File: src/hdl/wd_pkg.sv
// Constants, register map and carrier types for the guarded watchdog.
package wd_pkg;

  // Clock rates and the low-speed oscillator tick derived from mclk.
  localparam int          CLK_HZ     = 25_000_000;
  localparam int          LSOSC_HZ   = 240_000;
  localparam int          LS_DIV     = CLK_HZ / LSOSC_HZ;
  localparam logic [7:0]  LS_DIV_M1  = 8'(LS_DIV - 1);

  // Register map, byte addresses on the Avalon-MM slave.
  localparam int          ADDR_W        = 5;
  localparam logic [4:0]  OFF_MODE      = 5'h00;
  localparam logic [4:0]  OFF_KEY       = 5'h04;
  localparam logic [4:0]  OFF_KEY_BITOP = 5'h08;
  localparam logic [4:0]  OFF_STATE     = 5'h0c;
  localparam logic [4:0]  OFF_IRQ_STAT  = 5'h10;
  localparam logic [4:0]  OFF_IRQ_CLR   = 5'h14;
  localparam logic [4:0]  OFF_IRQ_EN    = 5'h18;

  // Key values and the mode register value after reset.
  localparam logic [7:0]  KEY_RESTART   = 8'hac;
  localparam logic [7:0]  KEY_READBACK  = 8'h9a;
  localparam logic [7:0]  MODE_RESET    = 8'h67;

  // Counter geometry: overflow at bit OVF_BASE plus the select field.
  localparam int          CNT_W         = 18;
  localparam int          OVF_BASE      = 10;

  // Field positions of the state register.
  localparam int          ST_LOCKED_BIT = 24;
  localparam int          ST_STOP_BIT   = 25;
  localparam int          ST_PAUSE_BIT  = 26;

  // Event bits of the interrupt status, clear and enable registers.
  localparam int          EV_OVF        = 0;
  localparam int          EV_ILLEGAL    = 1;
  localparam int          EV_RESTART    = 2;
  localparam int          EV_W          = 3;

  typedef struct packed {
    logic [2:0] fixed;
    logic       clk_hi;
    logic       clk_lo;
    logic [2:0] ovf_sel;
  } mode_s;

  typedef struct packed {
    logic unstoppable;
    logic stop;
    logic halt;
  } standby_s;

  typedef enum {CFG_OPEN, CFG_LOCKED} cfg_e;

  // Last count value before overflow for a given select field.
  function automatic logic [CNT_W-1:0] ovf_terminal(input logic [2:0] sel);
    return CNT_W'((CNT_W'(1) << (OVF_BASE + int'(sel))) - CNT_W'(1));
  endfunction

endpackage

File: src/hdl/watchdog_with_write_guard.sv
// Guarded watchdog timer with Avalon-MM register slave.
//
// The placing of the registers and the Avalon-MM slave port were chosen for this implementation.
`timescale 1ns/1ps

// Summary of operation
// - One mode write accepted; further writes reset.
// - Stopped watchdog suppresses all access-fault resets.
// - Wrong key resets; restart key clears count.
// - Bit operation on key register resets.
// - Key register always reads back fixed value.
// - Unstoppable oscillator keeps counting through stop.
// - Stoppable oscillator halts count in standby.
// - Count resumes from held value, same clock.
// - Watchdog reset also clears watchdog itself.
// - Unstoppable oscillator forces low-speed count clock.
module watchdog_with_write_guard (
  input  wire logic                      mclk,
  input  wire logic                      resetn,
  input  wire logic [wd_pkg::ADDR_W-1:0] address,
  input  wire logic                      read,
  input  wire logic                      write,
  input  wire logic [31:0]               writedata,
  input  wire logic [3:0]                byteenable,
  output logic      [31:0]               readdata,
  output logic                           waitrequest,
  input  wire wd_pkg::standby_s          standby_in,
  output logic                           wdt_reset,
  output logic                           irq
);

  import wd_pkg::*;

  standby_s         sb;
  cfg_e             cfg;
  mode_s            mode;
  logic [7:0]       ls_div;
  logic             ls_tick;
  logic [CNT_W-1:0] count;
  logic             overflow;
  logic [EV_W-1:0]  irq_status;
  logic [EV_W-1:0]  irq_en;
  logic [EV_W-1:0]  events;
  logic [EV_W-1:0]  clr_mask;
  logic [EV_W-1:0]  next_status;
  logic             fire_wr;
  logic             fire_rd;
  logic             wr_byte;
  logic [7:0]       wbyte;
  logic             wr_mode;
  logic             wr_key;
  logic             key_ok;
  logic             key_bad;
  logic             key_bitop;
  logic             mode_second;
  logic             exempt;
  logic             violation;
  logic             running;
  logic             paused;
  logic             src_tick;
  logic             cnt_tick;
  logic             cnt_clear;
  logic             next_wdt_reset;
  logic [31:0]      next_readdata;

  ////////////////////////////////////////////////////////////////////////////

  wd_sync u_sync (
    .mclk   (mclk),
    .resetn (resetn),
    .d      (standby_in),
    .q      (sb)
  );

  wd_counter u_counter (
    .mclk     (mclk),
    .resetn   (resetn),
    .clear    (cnt_clear),
    .tick     (cnt_tick),
    .ovf_sel  (mode.ovf_sel),
    .count    (count),
    .overflow (overflow)
  );

  ////////////////////////////////////////////////////////////////////////////

  // Every access sees one wait cycle; it takes effect when waitrequest is low.
  always_ff @(posedge mclk or negedge resetn) begin
    if (!resetn) begin
      waitrequest <= 1'b1;
    end else if ((read || write) && waitrequest) begin
      waitrequest <= 1'b0;
    end else begin
      waitrequest <= 1'b1;
    end
  end

  assign fire_wr = write && !waitrequest;
  assign fire_rd = read && !waitrequest;
  assign wr_byte = fire_wr && byteenable[0];
  assign wbyte   = writedata[7:0];
  assign wr_mode = wr_byte && (address == OFF_MODE);
  assign wr_key  = wr_byte && (address == OFF_KEY);

  always_comb begin
    next_readdata = 32'h0000_0000;
    case (address)
      OFF_MODE: begin
        next_readdata[7:0] = mode;
      end
      OFF_KEY: begin
        next_readdata[7:0] = KEY_READBACK;
      end
      OFF_STATE: begin
        next_readdata[CNT_W-1:0]    = count;
        next_readdata[ST_LOCKED_BIT] = (cfg == CFG_LOCKED);
        next_readdata[ST_STOP_BIT]   = !running;
        next_readdata[ST_PAUSE_BIT]  = paused;
      end
      OFF_IRQ_STAT: begin
        next_readdata[EV_W-1:0] = irq_status;
      end
      OFF_IRQ_EN: begin
        next_readdata[EV_W-1:0] = irq_en;
      end
      default: begin
        next_readdata = 32'h0000_0000;
      end
    endcase
  end

  // Read data is loaded in the wait cycle and stands at the accepting edge.
  always_ff @(posedge mclk or negedge resetn) begin
    if (!resetn) begin
      readdata <= 32'h0000_0000;
    end else if (read && waitrequest) begin
      readdata <= next_readdata;
    end
  end

  ////////////////////////////////////////////////////////////////////////////

  // The mode register locks after its first byte write.
  always_ff @(posedge mclk or negedge resetn) begin
    if (!resetn) begin
      cfg  <= CFG_OPEN;
      mode <= MODE_RESET;
    end else if (wdt_reset) begin
      cfg  <= CFG_OPEN;
      mode <= MODE_RESET;
    end else if (wr_mode && (cfg == CFG_OPEN)) begin
      cfg  <= CFG_LOCKED;
      mode <= wbyte;
    end
  end

  assign key_ok      = wr_key && (wbyte == KEY_RESTART);
  assign key_bad     = wr_key && (wbyte != KEY_RESTART);
  assign key_bitop   = wr_byte && (address == OFF_KEY_BITOP);
  assign mode_second = wr_mode && (cfg == CFG_LOCKED);

  // A watchdog stopped by the locked mode forgives all access faults.
  assign exempt    = (cfg == CFG_LOCKED) && mode.clk_hi
                     && !sb.unstoppable;
  assign violation = !exempt
                     && (mode_second || key_bad || key_bitop);

  ////////////////////////////////////////////////////////////////////////////

  // Low-speed oscillator modelled as a periodic tick of mclk.
  always_ff @(posedge mclk or negedge resetn) begin
    if (!resetn) begin
      ls_div <= 8'h00;
    end else if (ls_div == LS_DIV_M1) begin
      ls_div <= 8'h00;
    end else begin
      ls_div <= ls_div + 8'h01;
    end
  end

  assign ls_tick = (ls_div == LS_DIV_M1);

  always_comb begin
    if (sb.unstoppable) begin
      src_tick = ls_tick;
    end else if (mode.clk_lo) begin
      src_tick = 1'b1;
    end else begin
      src_tick = ls_tick;
    end
  end

  assign running   = sb.unstoppable || !mode.clk_hi;
  assign paused    = !sb.unstoppable && (sb.stop || sb.halt);
  // Pausing only gates the tick, so the count is held, not cleared.
  assign cnt_tick  = running && !paused && src_tick;
  assign cnt_clear = wdt_reset || key_ok;

  ////////////////////////////////////////////////////////////////////////////

  assign next_wdt_reset = overflow || violation;

  always_ff @(posedge mclk or negedge resetn) begin
    if (!resetn) begin
      wdt_reset <= 1'b0;
    end else begin
      wdt_reset <= next_wdt_reset;
    end
  end

  ////////////////////////////////////////////////////////////////////////////

  always_comb begin
    events              = '0;
    events[EV_OVF]      = overflow;
    events[EV_ILLEGAL]  = violation;
    events[EV_RESTART]  = key_ok;
  end

  assign clr_mask    = (wr_byte && (address == OFF_IRQ_CLR))
                       ? wbyte[EV_W-1:0] : '0;
  // A new event in the clearing cycle keeps its bit set.
  assign next_status = (irq_status & ~clr_mask) | events;

  always_ff @(posedge mclk or negedge resetn) begin
    if (!resetn) begin
      irq_status <= '0;
    end else begin
      irq_status <= next_status;
    end
  end

  always_ff @(posedge mclk or negedge resetn) begin
    if (!resetn) begin
      irq_en <= '0;
    end else if (wr_byte && (address == OFF_IRQ_EN)) begin
      irq_en <= wbyte[EV_W-1:0];
    end
  end

  always_ff @(posedge mclk or negedge resetn) begin
    if (!resetn) begin
      irq <= 1'b0;
    end else begin
      irq <= |(next_status & irq_en);
    end
  end
endmodule

File: src/hdl/wd_counter.sv
// Watchdog up-counter with selectable overflow point.
`timescale 1ns/1ps
module wd_counter (
  input  wire logic                     mclk,
  input  wire logic                     resetn,
  input  wire logic                     clear,
  input  wire logic                     tick,
  input  wire logic [2:0]               ovf_sel,
  output logic      [wd_pkg::CNT_W-1:0] count,
  output logic                          overflow
);

  import wd_pkg::*;

  always_ff @(posedge mclk or negedge resetn) begin
    if (!resetn) begin
      count <= '0;
    end else if (clear) begin
      count <= '0;
    end else if (tick) begin
      count <= count + CNT_W'(1);
    end
  end

  assign overflow = tick && !clear && (count == ovf_terminal(ovf_sel));

endmodule

File: src/hdl/wd_sync.sv
// Two-flop synchroniser for the standby and option inputs.
`timescale 1ns/1ps
module wd_sync (
  input  wire logic             mclk,
  input  wire logic             resetn,
  input  wire wd_pkg::standby_s d,
  output wd_pkg::standby_s      q
);

  import wd_pkg::*;

  standby_s meta;

  always_ff @(posedge mclk or negedge resetn) begin
    if (!resetn) begin
      meta <= '0;
      q    <= '0;
    end else begin
      meta <= d;
      q    <= meta;
    end
  end

endmodule

File: config.mk
export PLATFORM = sky130hd
export DESIGN_NAME = watchdog_with_write_guard
export DESIGN_NICKNAME = d
export VERILOG_FILES = /design/src/hdl/wd_pkg.sv /design/src/hdl/watchdog_with_write_guard.sv /design/src/hdl/wd_counter.sv /design/src/hdl/wd_sync.sv
export SDC_FILE = /design/constraint.sdc
export NUM_CORES = 1
export LEC_CHECK = 0
export BUFFER_PORTS_ARGS = -buffer_cell sky130_fd_sc_hd__buf_4
export CORE_ASPECT_RATIO = 1.5
export CORE_UTILIZATION = 45
export CTS_CLUSTER_SIZE = 10
export DETAILED_ROUTE_END_ITERATION = 10
export PLACE_DENSITY = 0.68
export REMOVE_ABC_BUFFERS = 1
export SYNTH_ARGS = -nofsm -noshare
export SYNTH_HDL_FRONTEND = slang
export SYNTH_SLANG_ARGS = --single-unit
export TNS_END_PERCENT = 20
File: constraint.sdc
create_clock -name mclk -period 2.36 [get_ports mclk]
set_input_delay 0.472 -clock mclk [delete_from_list [all_inputs] [get_ports mclk]]
set_output_delay 0.472 -clock mclk [all_outputs]
set_load 0.02 [all_outputs]
After elaboration in Yosys (flattened, before gate mapping)
Cells that the tools add are included.
{"block": "totals", "reg_bits": 102, "in_bits": 48, "out_inout_bits": 35, "elab_cells": 94}
{"block": "classes", "addsub": 4, "n_eq_ne": 11, "shifts": 1, "mux": 15, "n_bitwise": 4, "n_reduce_logical": 40}
{"operator": "$mux W32", "count": 2}
{"operator": "$mux W18", "count": 2}
{"operator": "$eq A32 B2 Y1 const B", "count": 1}
{"operator": "$logic_not A32 Y1", "count": 1}
{"operator": "$shl A1 B32 Y18 const A", "count": 1}
{"operator": "$mux W8", "count": 3}
{"operator": "$logic_and A1 B1 Y1", "count": 21}
{"operator": "$add A18 B1 Y18 const B", "count": 1}
{"operator": "$eq A18 B18 Y1", "count": 1}
{"operator": "$sub A18 B2 Y18 const B", "count": 1}
{"operator": "$eq A5 B5 Y1 const B", "count": 3}
{"operator": "$pmux W3 S5", "count": 1}
{"operator": "$pmux W5 S3", "count": 1}
{"operator": "$eq A5 B4 Y1 const B", "count": 2}
{"operator": "$mux W10", "count": 1}
{"operator": "$add A8 B1 Y8 const B", "count": 1}
{"operator": "$eq A8 B7 Y1 const B", "count": 1}
{"operator": "$eq A8 B8 Y1 const B", "count": 1}
{"operator": "$ne A8 B8 Y1 const B", "count": 1}
{"operator": "$logic_not A1 Y1", "count": 7}
{"operator": "$logic_or A1 B1 Y1", "count": 7}
{"operator": "$and A3 B3 Y3", "count": 2}
{"operator": "$mux W3", "count": 2}
{"operator": "$add A4 B3 Y5 const A", "count": 1}
{"operator": "other kinds (7)", "count": 10}

Depth between registers and ports, before layout
Gate-level depths: netlist of run 1.
{"block": "logic_depth", "depth_word": 12, "ltp_mapped": 7, "ltp_nobuf": 7}

By module
From an unflattened synthesis of run 1, not the netlist that was laid out.
{"block": "unflattened", "hier_cells": 372, "hier_area_um2": 3684.8}
{"mod": "watchdog_with_write_guard", "instances": 1, "cells_per_inst": 235, "area_each_um2": 2344.7, "seq_area_each_um2": 1183.6}
{"mod": "wd_counter", "instances": 1, "cells_per_inst": 131, "area_each_um2": 1189.9, "seq_area_each_um2": 450.4}
{"mod": "wd_sync", "instances": 1, "cells_per_inst": 6, "area_each_um2": 150.1, "seq_area_each_um2": 150.1}

Worst setup path before layout of run 1
No wires, ideal clock.
{"block": "synth_timing", "path_type": "input to register", "from": "in address[2] in the netlist's numbering", "to": "reg u_counter.count[11] in the netlist's numbering", "setup_ns": 0.121, "arrival_time_ns": 2.105, "t_required_ns": 2.239, "path_slack_ns": 0.134, "cell_stages": 7, "path_buffers": 2, "path_cell_list": "clkbuf_1 > or4b_2 > nor4_1 > nand2_1 > nand2_1 > buf_2 > nor2_1"}
{"block": "synth_via", "elab_chain_cells": 5, "word_cells_on_any_way": 6, "classes_between": "eq/ne (1); mux (1); reduce/logical (4)"}
{"item": "start, declared", "line_no": "watchdog_with_write_guard.sv:20", "source": "input wire logic [wd_pkg::ADDR_W-1:0] address,"}
{"item": "$eq A5 B3 Y1 *", "line_no": "watchdog_with_write_guard.sv:103", "source": "assign wr_key = wr_byte && (address == OFF_KEY);"}
{"item": "$logic_and A1 B1 Y1 *", "line_no": "watchdog_with_write_guard.sv:103"}
{"item": "$logic_and A1 B1 Y1 *", "line_no": "watchdog_with_write_guard.sv:157", "source": "assign key_ok = wr_key && (wbyte == KEY_RESTART);"}
{"item": "$logic_or A1 B1 Y1 *", "line_no": "watchdog_with_write_guard.sv:197", "source": "assign cnt_clear = wdt_reset || key_ok;"}
{"item": "$mux W18 / $reduce_bool A2 Y1 (equally long branches)"}
{"item": "end signal, assigned", "line_no": "wd_counter.sv:21", "source": "count <= count + CNT_W'(1);"}
{"item": "end, declared", "line_no": "wd_counter.sv:9", "source": "output logic [wd_pkg::CNT_W-1:0] count,"}
Every way passes the cells marked *; elsewhere a longest branch is shown, timed or not.
A chain may end at the register's enable or synchronous reset.

Final worst setup path of run 1
{"block": "layout_timing", "from": "reg mode[2] in the netlist's numbering", "to": "reg irq"}
{"block": "layout_via", "elab_chain_cells": 8}
{"item": "start, declared", "line_no": "watchdog_with_write_guard.sv:36", "source": "mode_s mode;"}
{"item": "start signal, assigned", "line_no": "watchdog_with_write_guard.sv:153", "source": "mode <= wbyte;"}
{"item": "$add A4 B3 Y5", "line_no": "wd_pkg.sv:57", "source": "return CNT_W'((CNT_W'(1) << (OVF_BASE + int'(sel))) - CNT_W'(1));"}
{"item": "$shl A1 B32 Y18", "line_no": "wd_pkg.sv:57"}
{"item": "$sub A18 B2 Y18", "line_no": "wd_pkg.sv:57"}
{"item": "$eq A18 B18 Y1", "line_no": "wd_counter.sv:25", "source": "assign overflow = tick && !clear && (count == ovf_terminal(ovf_sel));"}
{"item": "$logic_and A1 B1 Y1", "line_no": "wd_counter.sv:25"}
{"item": "$or A3 B3 Y3", "line_no": "watchdog_with_write_guard.sv:223", "source": "assign next_status = (irq_status & ~clr_mask) | events;"}
{"item": "$and A3 B3 Y3", "line_no": "watchdog_with_write_guard.sv:245", "source": "irq <= |(next_status & irq_en);"}
{"item": "$reduce_or A3 Y1", "line_no": "watchdog_with_write_guard.sv:245"}
{"item": "end signal, assigned", "line_no": "watchdog_with_write_guard.sv:245"}
{"item": "end, declared", "line_no": "watchdog_with_write_guard.sv:29", "source": "output logic irq"}
Every way passes these cells.

==> results of run 1 <==
[per-stage QoR]
stage / power (mW) / setup slack [ns] / hold WS, ns / util / instance area, um2
finish: 3.13 / 0.0798 / 0.0890 / 0.586 / 4550
global route: 3.26 / 0.0109 / 0.118 / 0.586 / 4550
CTS: 3.16 / 0.0251 / 0.0963 / 0.584 / 4530
detailed placement: 1.69 / 0.0263 / 0.337 / 0.543 / 4210
global placement: 1.68 / 0.0367 / 0.333 / 0.543 / 4210
floorplan: 1.53 / -0.124 / 0.176 / - / 3550
[cell usage in the layout, fill, tap and decap left out, types with 7 or more instances in the layout]
cell type                    n
sky130_fd_sc_hd__clkbuf_16   9
sky130_fd_sc_hd__o21ai_0    32
sky130_fd_sc_hd__mux2i_1     8
sky130_fd_sc_hd__a21oi_1     9
sky130_fd_sc_hd__or3_1       7
sky130_fd_sc_hd__nor4_1     10
sky130_fd_sc_hd__o31ai_1     7
sky130_fd_sc_hd__conb_1     11
sky130_fd_sc_hd__nand2_1    68
sky130_fd_sc_hd__dfrtp_1    65
sky130_fd_sc_hd__nand3_1    12
sky130_fd_sc_hd__inv_1      10
sky130_fd_sc_hd__buf_4      66
sky130_fd_sc_hd__xnor2_1    20
sky130_fd_sc_hd__nor2_1     30
sky130_fd_sc_hd__ha_1        7
[worst paths after layout]
| check | startpoint | slack [ns] | to |
|---|---|---|---|
| setup / recovery | mode[2] | 0.08 | irq |
| hold / removal | resetn | 0.09 | readdata[8] |
| setup reg to reg | mode[2] | 0.08 | irq |
| hold reg to reg | u_sync.meta[2] | 0.35 | u_sync.q[2] |
| max in group asynchronous | resetn | 1.66 | waitrequest |
| min in group mclk | standby_in[1] | 0.24 | u_sync.meta[1] |
[power by group through the flow]
stage	registers [mW]	logic, mW	clock network (mW)
after global placement	1.35	0.333	0
after detailed placement	1.35	0.341	0
after floorplan	1.35	0.182	0
after CTS	1.33	0.343	1.48
after global routing	1.34	0.386	1.54
final	1.33	0.345	1.45
[routing by layer]
metal / up-vias / global-route usage / wire length [um]
li1: 1473 / - / -
met2: 77 / 0.367 / 4480
met4: 0 / 0.107 / 217
met5: - / 0 / 0
met1: 1440 / 0.285 / 3460
met3: 17 / 0.0395 / 325
[final cells by class]
type | count | area, um2 | share of cell area
clock inverter | 7 | 96.3 | 0.0212
tap | 102 | 128 | 0.0281
sequential | 71 | 1780 | 0.392
clock buffer | 9 | 225 | 0.0495
inverter | 10 | 37.5 | 0.00825
multi-input combinational | 291 | 1740 | 0.383
timing repair buffer | 68 | 536 | 0.118
[registers in the layout, summed over array words and instances (netlist names)]
name and flops:
cfg 1, waitrequest 1, u_counter.count 18, irq_en 3, irq 1, mode 8, wdt_reset 1, irq_status 3
u_sync.meta 3, u_sync.q 3, readdata 21, ls_div 8
[cell families (layout without fill, tap and decap cells)]
kind of cell / count (synthesis) / in the layout
and+or+nand+nor: 169 / 169
DFF: 71 / 71
AOI/OAI and AO/OA: 68 / 68
buffers and inverters: 36 / 94
xor gates and xnor gates: 25 / 25
muxes: 10 / 10
adders and majority gates: 8 / 8
other: 1 / 11
[what timing repair did]
item / in CTS / in global routing
setup endpoints to repair: 0 / 4
resized for setup: 0 / 4
buffers inserted: 0 / 0
==> impl_metrics.py, run 1 <==
metrics = {
    "yosys": {
        "post_synth_num_cell_types": 49,
        "synth.cells.most_frequent": "68 x sky130_fd_sc_hd__nand2_1, 65 x sky130_fd_sc_hd__dfrtp_1, 32 x sky130_fd_sc_hd__o21ai_0",
        "multiplexer_area_fraction_after_synthesis": 0.0281,
        "yosys.area_share.simple": 0.229,
        "synth_xor_xnor_area_share": 0.0599,
        "async_reset_ff_frac": 1.00,
        "synth.most_common_cell": "sky130_fd_sc_hd__nand2_1",
        "synthAdderAreaFrac": 0.0274,
        "yosys-top-cells-area": "sky130_fd_sc_hd__dfrtp_1 45%, sky130_fd_sc_hd__nand2_1 7.0%, sky130_fd_sc_hd__xnor2_1 4.8%",
        "postSynthCellCount": 388,
        "syn-mean-instance-area_um2": 9.42,
        "synth-main-ff-cell": "sky130_fd_sc_hd__dfrtp_1",
        "largest_family_of_logic_cells_by_synthesized_area": "simple AND/OR/NAND/NOR gates",
        "synth_largest_area_cell": "sky130_fd_sc_hd__dfrtp_1",
        "syn-cell-area_um2": 3650,
        "synth_compound_area_frac": 0.116,
        "synth_enable_flop_cells": 0,
        "post-synth-top-area-fraction": 0.445,
        "synth_seq_cells": 71,
        "yosys_warnings": 0,
        "sequential_area_share_after_synthesis": 0.488,
    },
    "power": {
        "total_switching_power_mw": 0.778,
        "power_per_cell_area_nw_per_um2": 688,
        "power.share.combinational": 0.110,
        "power.ir.vdd_worst_uv": 491,
        "power.static_leakage_nw": 2.02,
        "power.share.sequential": 0.426,
        "p_int_mw": 2.35,
        "clkPwrFrac": 0.464,
        "p_sw_frac": 0.249,
    },
    "timing": {
        "worst_margin_pin_slew_ns": 0.599,
        "timing.setup.tns_ns": 0,
        "finalCritPeriodShare": 0.966,
        "final_period_minus_worst_setup_slack_ns": 2.28,
        "timing.final.hold_violations": 0,
        "grt_setup_unrepaired": "no",
        "setup_viol_count_final": 0,
        "maximum_clock_rate_mhz": 439,
        "final_number_of_max_transition_violations": 0,
        "clock_skew_ns": 0.00899,
        "slew-limit-headroom": 0.599,
    },
    "cells_and_area": {
        "layout.nets": 507,
        "finish.cell_count_without_fillers": 558,
        "insertedDiodeCount": 0,
        "fillCellCount": 674,
        "areaGrowthSynthToFinish_pct": 24.5,
        "drive_gt1_frac": 0.208,
    },
    "routing": {
        "routedWlPerCell_um": 15.2,
        "drt_drc_violations_left": 0,
        "vias": 3007,
        "tritonroute_pass_1_iters": 5,
        "route.detailed.vias_per_inst": 5.39,
        "ant_nets": 0,
        "dr.first_iter.drc_count": 213,
        "routed_wl_um": 8480,
    },
    "place": {
        "placed_cells_incl_taps": 542,
        "count_of_input_and_output_buffers": 44,
        "finalWeightedCongestion": 0.875,
        "dp_hpwl_um": 6300,
    },
    "floorplan": {
        "design.die.area_um2": 8490,
        "die_width_um": 75.6,
        "floorplan_die_height_um": 112,
        "ios": 83,
        "initial_standard_cell_utilization_of_the_core": 0.471,
        "placement_rows": 39,
        "core_region_area_um2": 7760,
    },
    "worst_setup_path": {
        "worstSetupEndpointType": "register",
        "critical_path.n_buffers_inverters": 1,
        "crit_cells": 7,
        "critPathArrivalTime_ns": 2.53,
        "r2r.worst_path.cells": 7,
        "timing.critical_path.cells": "inv_1 -> ha_1 -> nor4bb_1 -> xnor2_1 -> nor3_1 -> o2111ai_1 -> o211ai_1",
        "crit_path_top_delay_cell": "sky130_fd_sc_hd__dfstp_2",
        "kind_of_start_point_of_the_critical_path": "register",
        "path_type_of_the_worst_setup_path": "reg2reg",
        "cp_data_required_time_ns": 2.61,
        "cpLargestDelayFamily": "simple AND/OR/NAND/NOR gates",
        "critical-path-max-stage-delay_ns": 0.54,
        "crit_fanout": 6,
    },
    "clock_network": {
        "numClockSinks": 71,
        "cts_hold_buffers": 0,
        "htree_levels": 3,
        "number_of_buffers_inserted_during_clock_tree_synthesis": 9,
        "cts.path.max_buffers": 2,
        "insertion_delay_ns": 0.33,
        "tritoncts": "built",
        "clk_root_buffer_cell": "sky130_fd_sc_hd__clkbuf_16",
        "clk_transition_reported_paths_ns": 0.06,
    },
    "global_routing": {
        "track_usage": 0.226,
        "grt_overflow": 0,
        "grt_pass1_wl_um": 14400,
        "number_of_antenna_violations_at_the_first_check_in_global_routing": 0,
        "grt_start_max_net_pins": 40,
        "grt_pass1_vias": 2997,
    },
    "job": {
        "drv_cap": 0,
    },
    "hold_path": {
        "hp-class": "in2async",
    },
    "outcome": {
        "outcome": "finished clean",
    },
}
Power figures use the tool's default switching activity.
==> run 2: changes to the inputs <==
--- a/config.mk
+++ b/config.mk
@@ -5,13 +5,16 @@
 export SDC_FILE = /design/constraint.sdc
 export NUM_CORES = 1
 export LEC_CHECK = 0
+export ABC_AREA = 1
 export BUFFER_PORTS_ARGS = -buffer_cell sky130_fd_sc_hd__buf_4
 export CORE_ASPECT_RATIO = 1.5
 export CORE_UTILIZATION = 45
+export CTS_BUF_LIST = sky130_fd_sc_hd__clkbuf_8 sky130_fd_sc_hd__clkbuf_16
 export CTS_CLUSTER_SIZE = 10
 export DETAILED_ROUTE_END_ITERATION = 10
 export PLACE_DENSITY = 0.68
 export REMOVE_ABC_BUFFERS = 1
+export SKIP_LAST_GASP = 1
 export SYNTH_ARGS = -nofsm -noshare
 export SYNTH_HDL_FRONTEND = slang
 export SYNTH_SLANG_ARGS = --single-unit
==> run 2 against run 1 <==
Compared with the run above: largest cell class is now multi-input combinational cells; critical path type unchanged; area after synthesis rose by 10%; clock skew shrank 0.0040 ns; sequential cell count stayed put.
==> impl_metrics.py, run 2 <==
metrics = {
    "outcome": {
        "outcome": "finished clean",
    },
    "routing": {
        "route.detailed.vias_per_inst": 5.20,
        "ant_nets": 0,
        "vias": 3351,
        "tritonroute_pass_1_iters": 4,
        "dr.first_iter.drc_count": 244,
        "drt_drc_violations_left": 0,
        "routedWlPerCell_um": 14.1,
        "routed_wl_um": 9070,
    },
    "cells_and_area": {
        "most-common-layout-cells": "123 x sky130_fd_sc_hd__nand2_1, 65 x sky130_fd_sc_hd__dfrtp_1, 55 x sky130_fd_sc_hd__inv_1, 48 x sky130_fd_sc_hd__buf_4, 38 x sky130_fd_sc_hd__nor2_1",
        "insertedDiodeCount": 0,
        "fin_area_um2": 4760,
        "layout.cells.most_common": "sky130_fd_sc_hd__nand2_1",
        "top_regs": "readdata x21, u_counter.count x18",
        "finish.cell_count_without_fillers": 644,
        "final_util": 0.556,
        "layout.nets": 588,
        "drive_gt1_frac": 0.238,
        "largest-register": "readdata",
        "areaGrowthSynthToFinish_pct": 18.1,
        "largest_register_ffs": 21,
    },
    "timing": {
        "timing.final.hold_violations": 0,
        "worst_margin_pin_slew_ns": 0.569,
        "timing.setup.tns_ns": 0,
        "maximum_clock_rate_mhz": 471,
        "final_number_of_max_transition_violations": 0,
        "grt_setup_unrepaired": "no",
        "slew-limit-headroom": 0.621,
        "finalCritPeriodShare": 0.900,
        "clock_skew_ns": 0.00499,
        "final_period_minus_worst_setup_slack_ns": 2.12,
        "setup_viol_count_final": 0,
    },
    "global_routing": {
        "grt_overflow": 0,
        "grt_pass1_vias": 3294,
        "track_usage": 0.219,
        "grt_start_max_net_pins": 44,
        "number_of_antenna_violations_at_the_first_check_in_global_routing": 0,
        "grt_pass1_wl_um": 15600,
    },
    "power": {
        "power.static_leakage_nw": 2.30,
        "power_per_cell_area_nw_per_um2": 633,
        "report.power.total_mw": 3.02,
        "power.ir.vdd_worst_uv": 452,
    },
    "floorplan": {
        "placement_rows": 41,
        "die_width_um": 79.3,
        "core_region_area_um2": 8570,
        "design.die.area_um2": 9350,
        "floorplan_die_height_um": 118,
        "initial_standard_cell_utilization_of_the_core": 0.471,
        "ios": 83,
    },
    "yosys": {
        "async_reset_ff_frac": 1.00,
        "synth.cells.most_frequent": "123 x sky130_fd_sc_hd__nand2_1, 65 x sky130_fd_sc_hd__dfrtp_1, 55 x sky130_fd_sc_hd__inv_1",
        "synth.most_common_cell": "sky130_fd_sc_hd__nand2_1",
        "synth_xor_xnor_area_share": 0.0217,
        "syn-mean-instance-area_um2": 8.37,
        "synth-main-ff-cell": "sky130_fd_sc_hd__dfrtp_1",
        "postSynthCellCount": 482,
        "yosys-top-cells-area": "sky130_fd_sc_hd__dfrtp_1 40%, sky130_fd_sc_hd__nand2_1 11%, sky130_fd_sc_hd__inv_1 5.1%",
        "yosys.area_share.simple": 0.268,
        "synth_largest_area_cell": "sky130_fd_sc_hd__dfrtp_1",
        "largest_family_of_logic_cells_by_synthesized_area": "simple AND/OR/NAND/NOR gates",
        "post-synth-top-area-fraction": 0.403,
        "multiplexer_area_fraction_after_synthesis": 0,
        "post_synth_num_cell_types": 44,
        "syn-cell-area_um2": 4030,
        "synth_compound_area_frac": 0.140,
        "synthAdderAreaFrac": 0.0248,
        "sequential_area_share_after_synthesis": 0.442,
        "synth_seq_cells": 71,
        "synth_enable_flop_cells": 0,
        "yosys_warnings": 0,
    },
    "job": {
        "drv_cap": 0,
    },
    "clock_network": {
        "tritoncts": "built",
        "postCtsSetupBuffers": 0,
        "cells_resized_by_post_cts_repair": 0,
        "cts.path.max_buffers": 2,
        "cts_hold_buffers": 0,
        "htree_levels": 3,
        "clk_root_buffer_cell": "sky130_fd_sc_hd__clkbuf_16",
        "numClockSinks": 71,
        "clk_transition_reported_paths_ns": 0.06,
        "number_of_buffers_inserted_during_clock_tree_synthesis": 9,
        "insertion_delay_ns": 0.34,
    },
    "worst_setup_path": {
        "critPathArrivalTime_ns": 2.41,
        "crit_fanout": 5,
        "worstSetupEndpointType": "register",
        "cp_data_required_time_ns": 2.64,
        "kind_of_start_point_of_the_critical_path": "register",
        "path_type_of_the_worst_setup_path": "reg2reg",
    },
    "place": {
        "dpl_cell_area_um2": 4430,
        "count_of_input_and_output_buffers": 44,
        "finalWeightedCongestion": 0.922,
        "placed_cells_incl_taps": 628,
        "dp_hpwl_um": 6800,
    },
    "hold_path": {
        "hp-class": "in2async",
    },
}
## run 2: changes by cell type after synthesis, moves of 7 or more
cell | before | now
sky130_fd_sc_hd__nor4_1 | 10 | 0
sky130_fd_sc_hd__nor2_2 | 0 | 8
sky130_fd_sc_hd__inv_2 | 0 | 13
sky130_fd_sc_hd__xnor2_1 | 20 | 3
sky130_fd_sc_hd__mux2i_1 | 8 | 0
sky130_fd_sc_hd__or3_1 | 7 | 0
sky130_fd_sc_hd__nand2_1 | 68 | 123
sky130_fd_sc_hd__nand3_1 | 12 | 22
sky130_fd_sc_hd__inv_1 | 10 | 55
sky130_fd_sc_hd__nor2_1 | 30 | 38
sky130_fd_sc_hd__clkbuf_1 | 12 | 2
sky130_fd_sc_hd__o31ai_4 | 0 | 8
## run 2: worst paths after layout
check | start | end | slack, ns | cells after the start
min reg2reg | u_sync.meta[1] | u_sync.q[1] | 0.35 | 0
min in group mclk | standby_in[2] | u_sync.meta[2] | 0.24 | 1
max reg2reg | mode[2] | irq | 0.24 | 12
max | mode[2] | irq | 0.24 | 12
max in group asynchronous | resetn | mode[6] | 1.60 | 2
min | resetn | u_sync.meta[0] | 0.13 | 1
## run 2: cell type report
cell class	instances	area [um2]
timing repair buffer	49	380
fill	781	3810
sequential	71	1780
clock buffer	10	239
clock inverter	6	92.6
inverter	69	259
tap	107	134
multi-input combinational	332	1870
## run 2: kinds of logic after synthesis
| kind of cell | after synthesis |
|---|---|
| simple gates | 231 |
| buf+inv | 89 |
| compound gates | 72 |
| flops | 71 |
| xor+xnor | 10 |
| fa+ha+maj | 8 |
| other cells | 1 |
## run 2: power by group
| group | internal [mW] | total [mW] | switching (mW) |
|---|---|---|---|
| sequential | 1.26 | 1.29 | 0.0330 |
| clock | 0.959 | 1.50 | 0.537 |
| combinational | 0.0735 | 0.229 | 0.156 |
## run 2: critical path, cell delays in order (launching register included)
cell and delay (ns):
sky130_fd_sc_hd__dfstp_2 0.60, sky130_fd_sc_hd__inv_1 0.14, sky130_fd_sc_hd__ha_1 0.34, sky130_fd_sc_hd__inv_2 0.06, sky130_fd_sc_hd__nor2_2 0.13, sky130_fd_sc_hd__nand3_1 0.12
sky130_fd_sc_hd__nand2_1 0.09, sky130_fd_sc_hd__nand2_1 0.06, sky130_fd_sc_hd__a21boi_1 0.22, sky130_fd_sc_hd__nand3_2 0.14, sky130_fd_sc_hd__nand2_2 0.08, sky130_fd_sc_hd__nand2_1 0.05
sky130_fd_sc_hd__nand2_1 0.05
## run 2: through the flow
step                      hold WS (ns)  worst slack (ns)
after floorplan                  0.176             0.201
after global placement           0.335             0.333
after CTS                        0.146             0.240
after detailed placement         0.343             0.281
final                            0.131             0.237
after global routing             0.186            0.0958
## run 2: layer usage
metal / up-vias / routed length, um / global-route usage
met5: - / 0 / 0
met4: 0 / 327 / 0.131
met3: 21 / 314 / 0.0264
met2: 94 / 4780 / 0.376
met1: 1601 / 3650 / 0.255
li1: 1635 / - / -
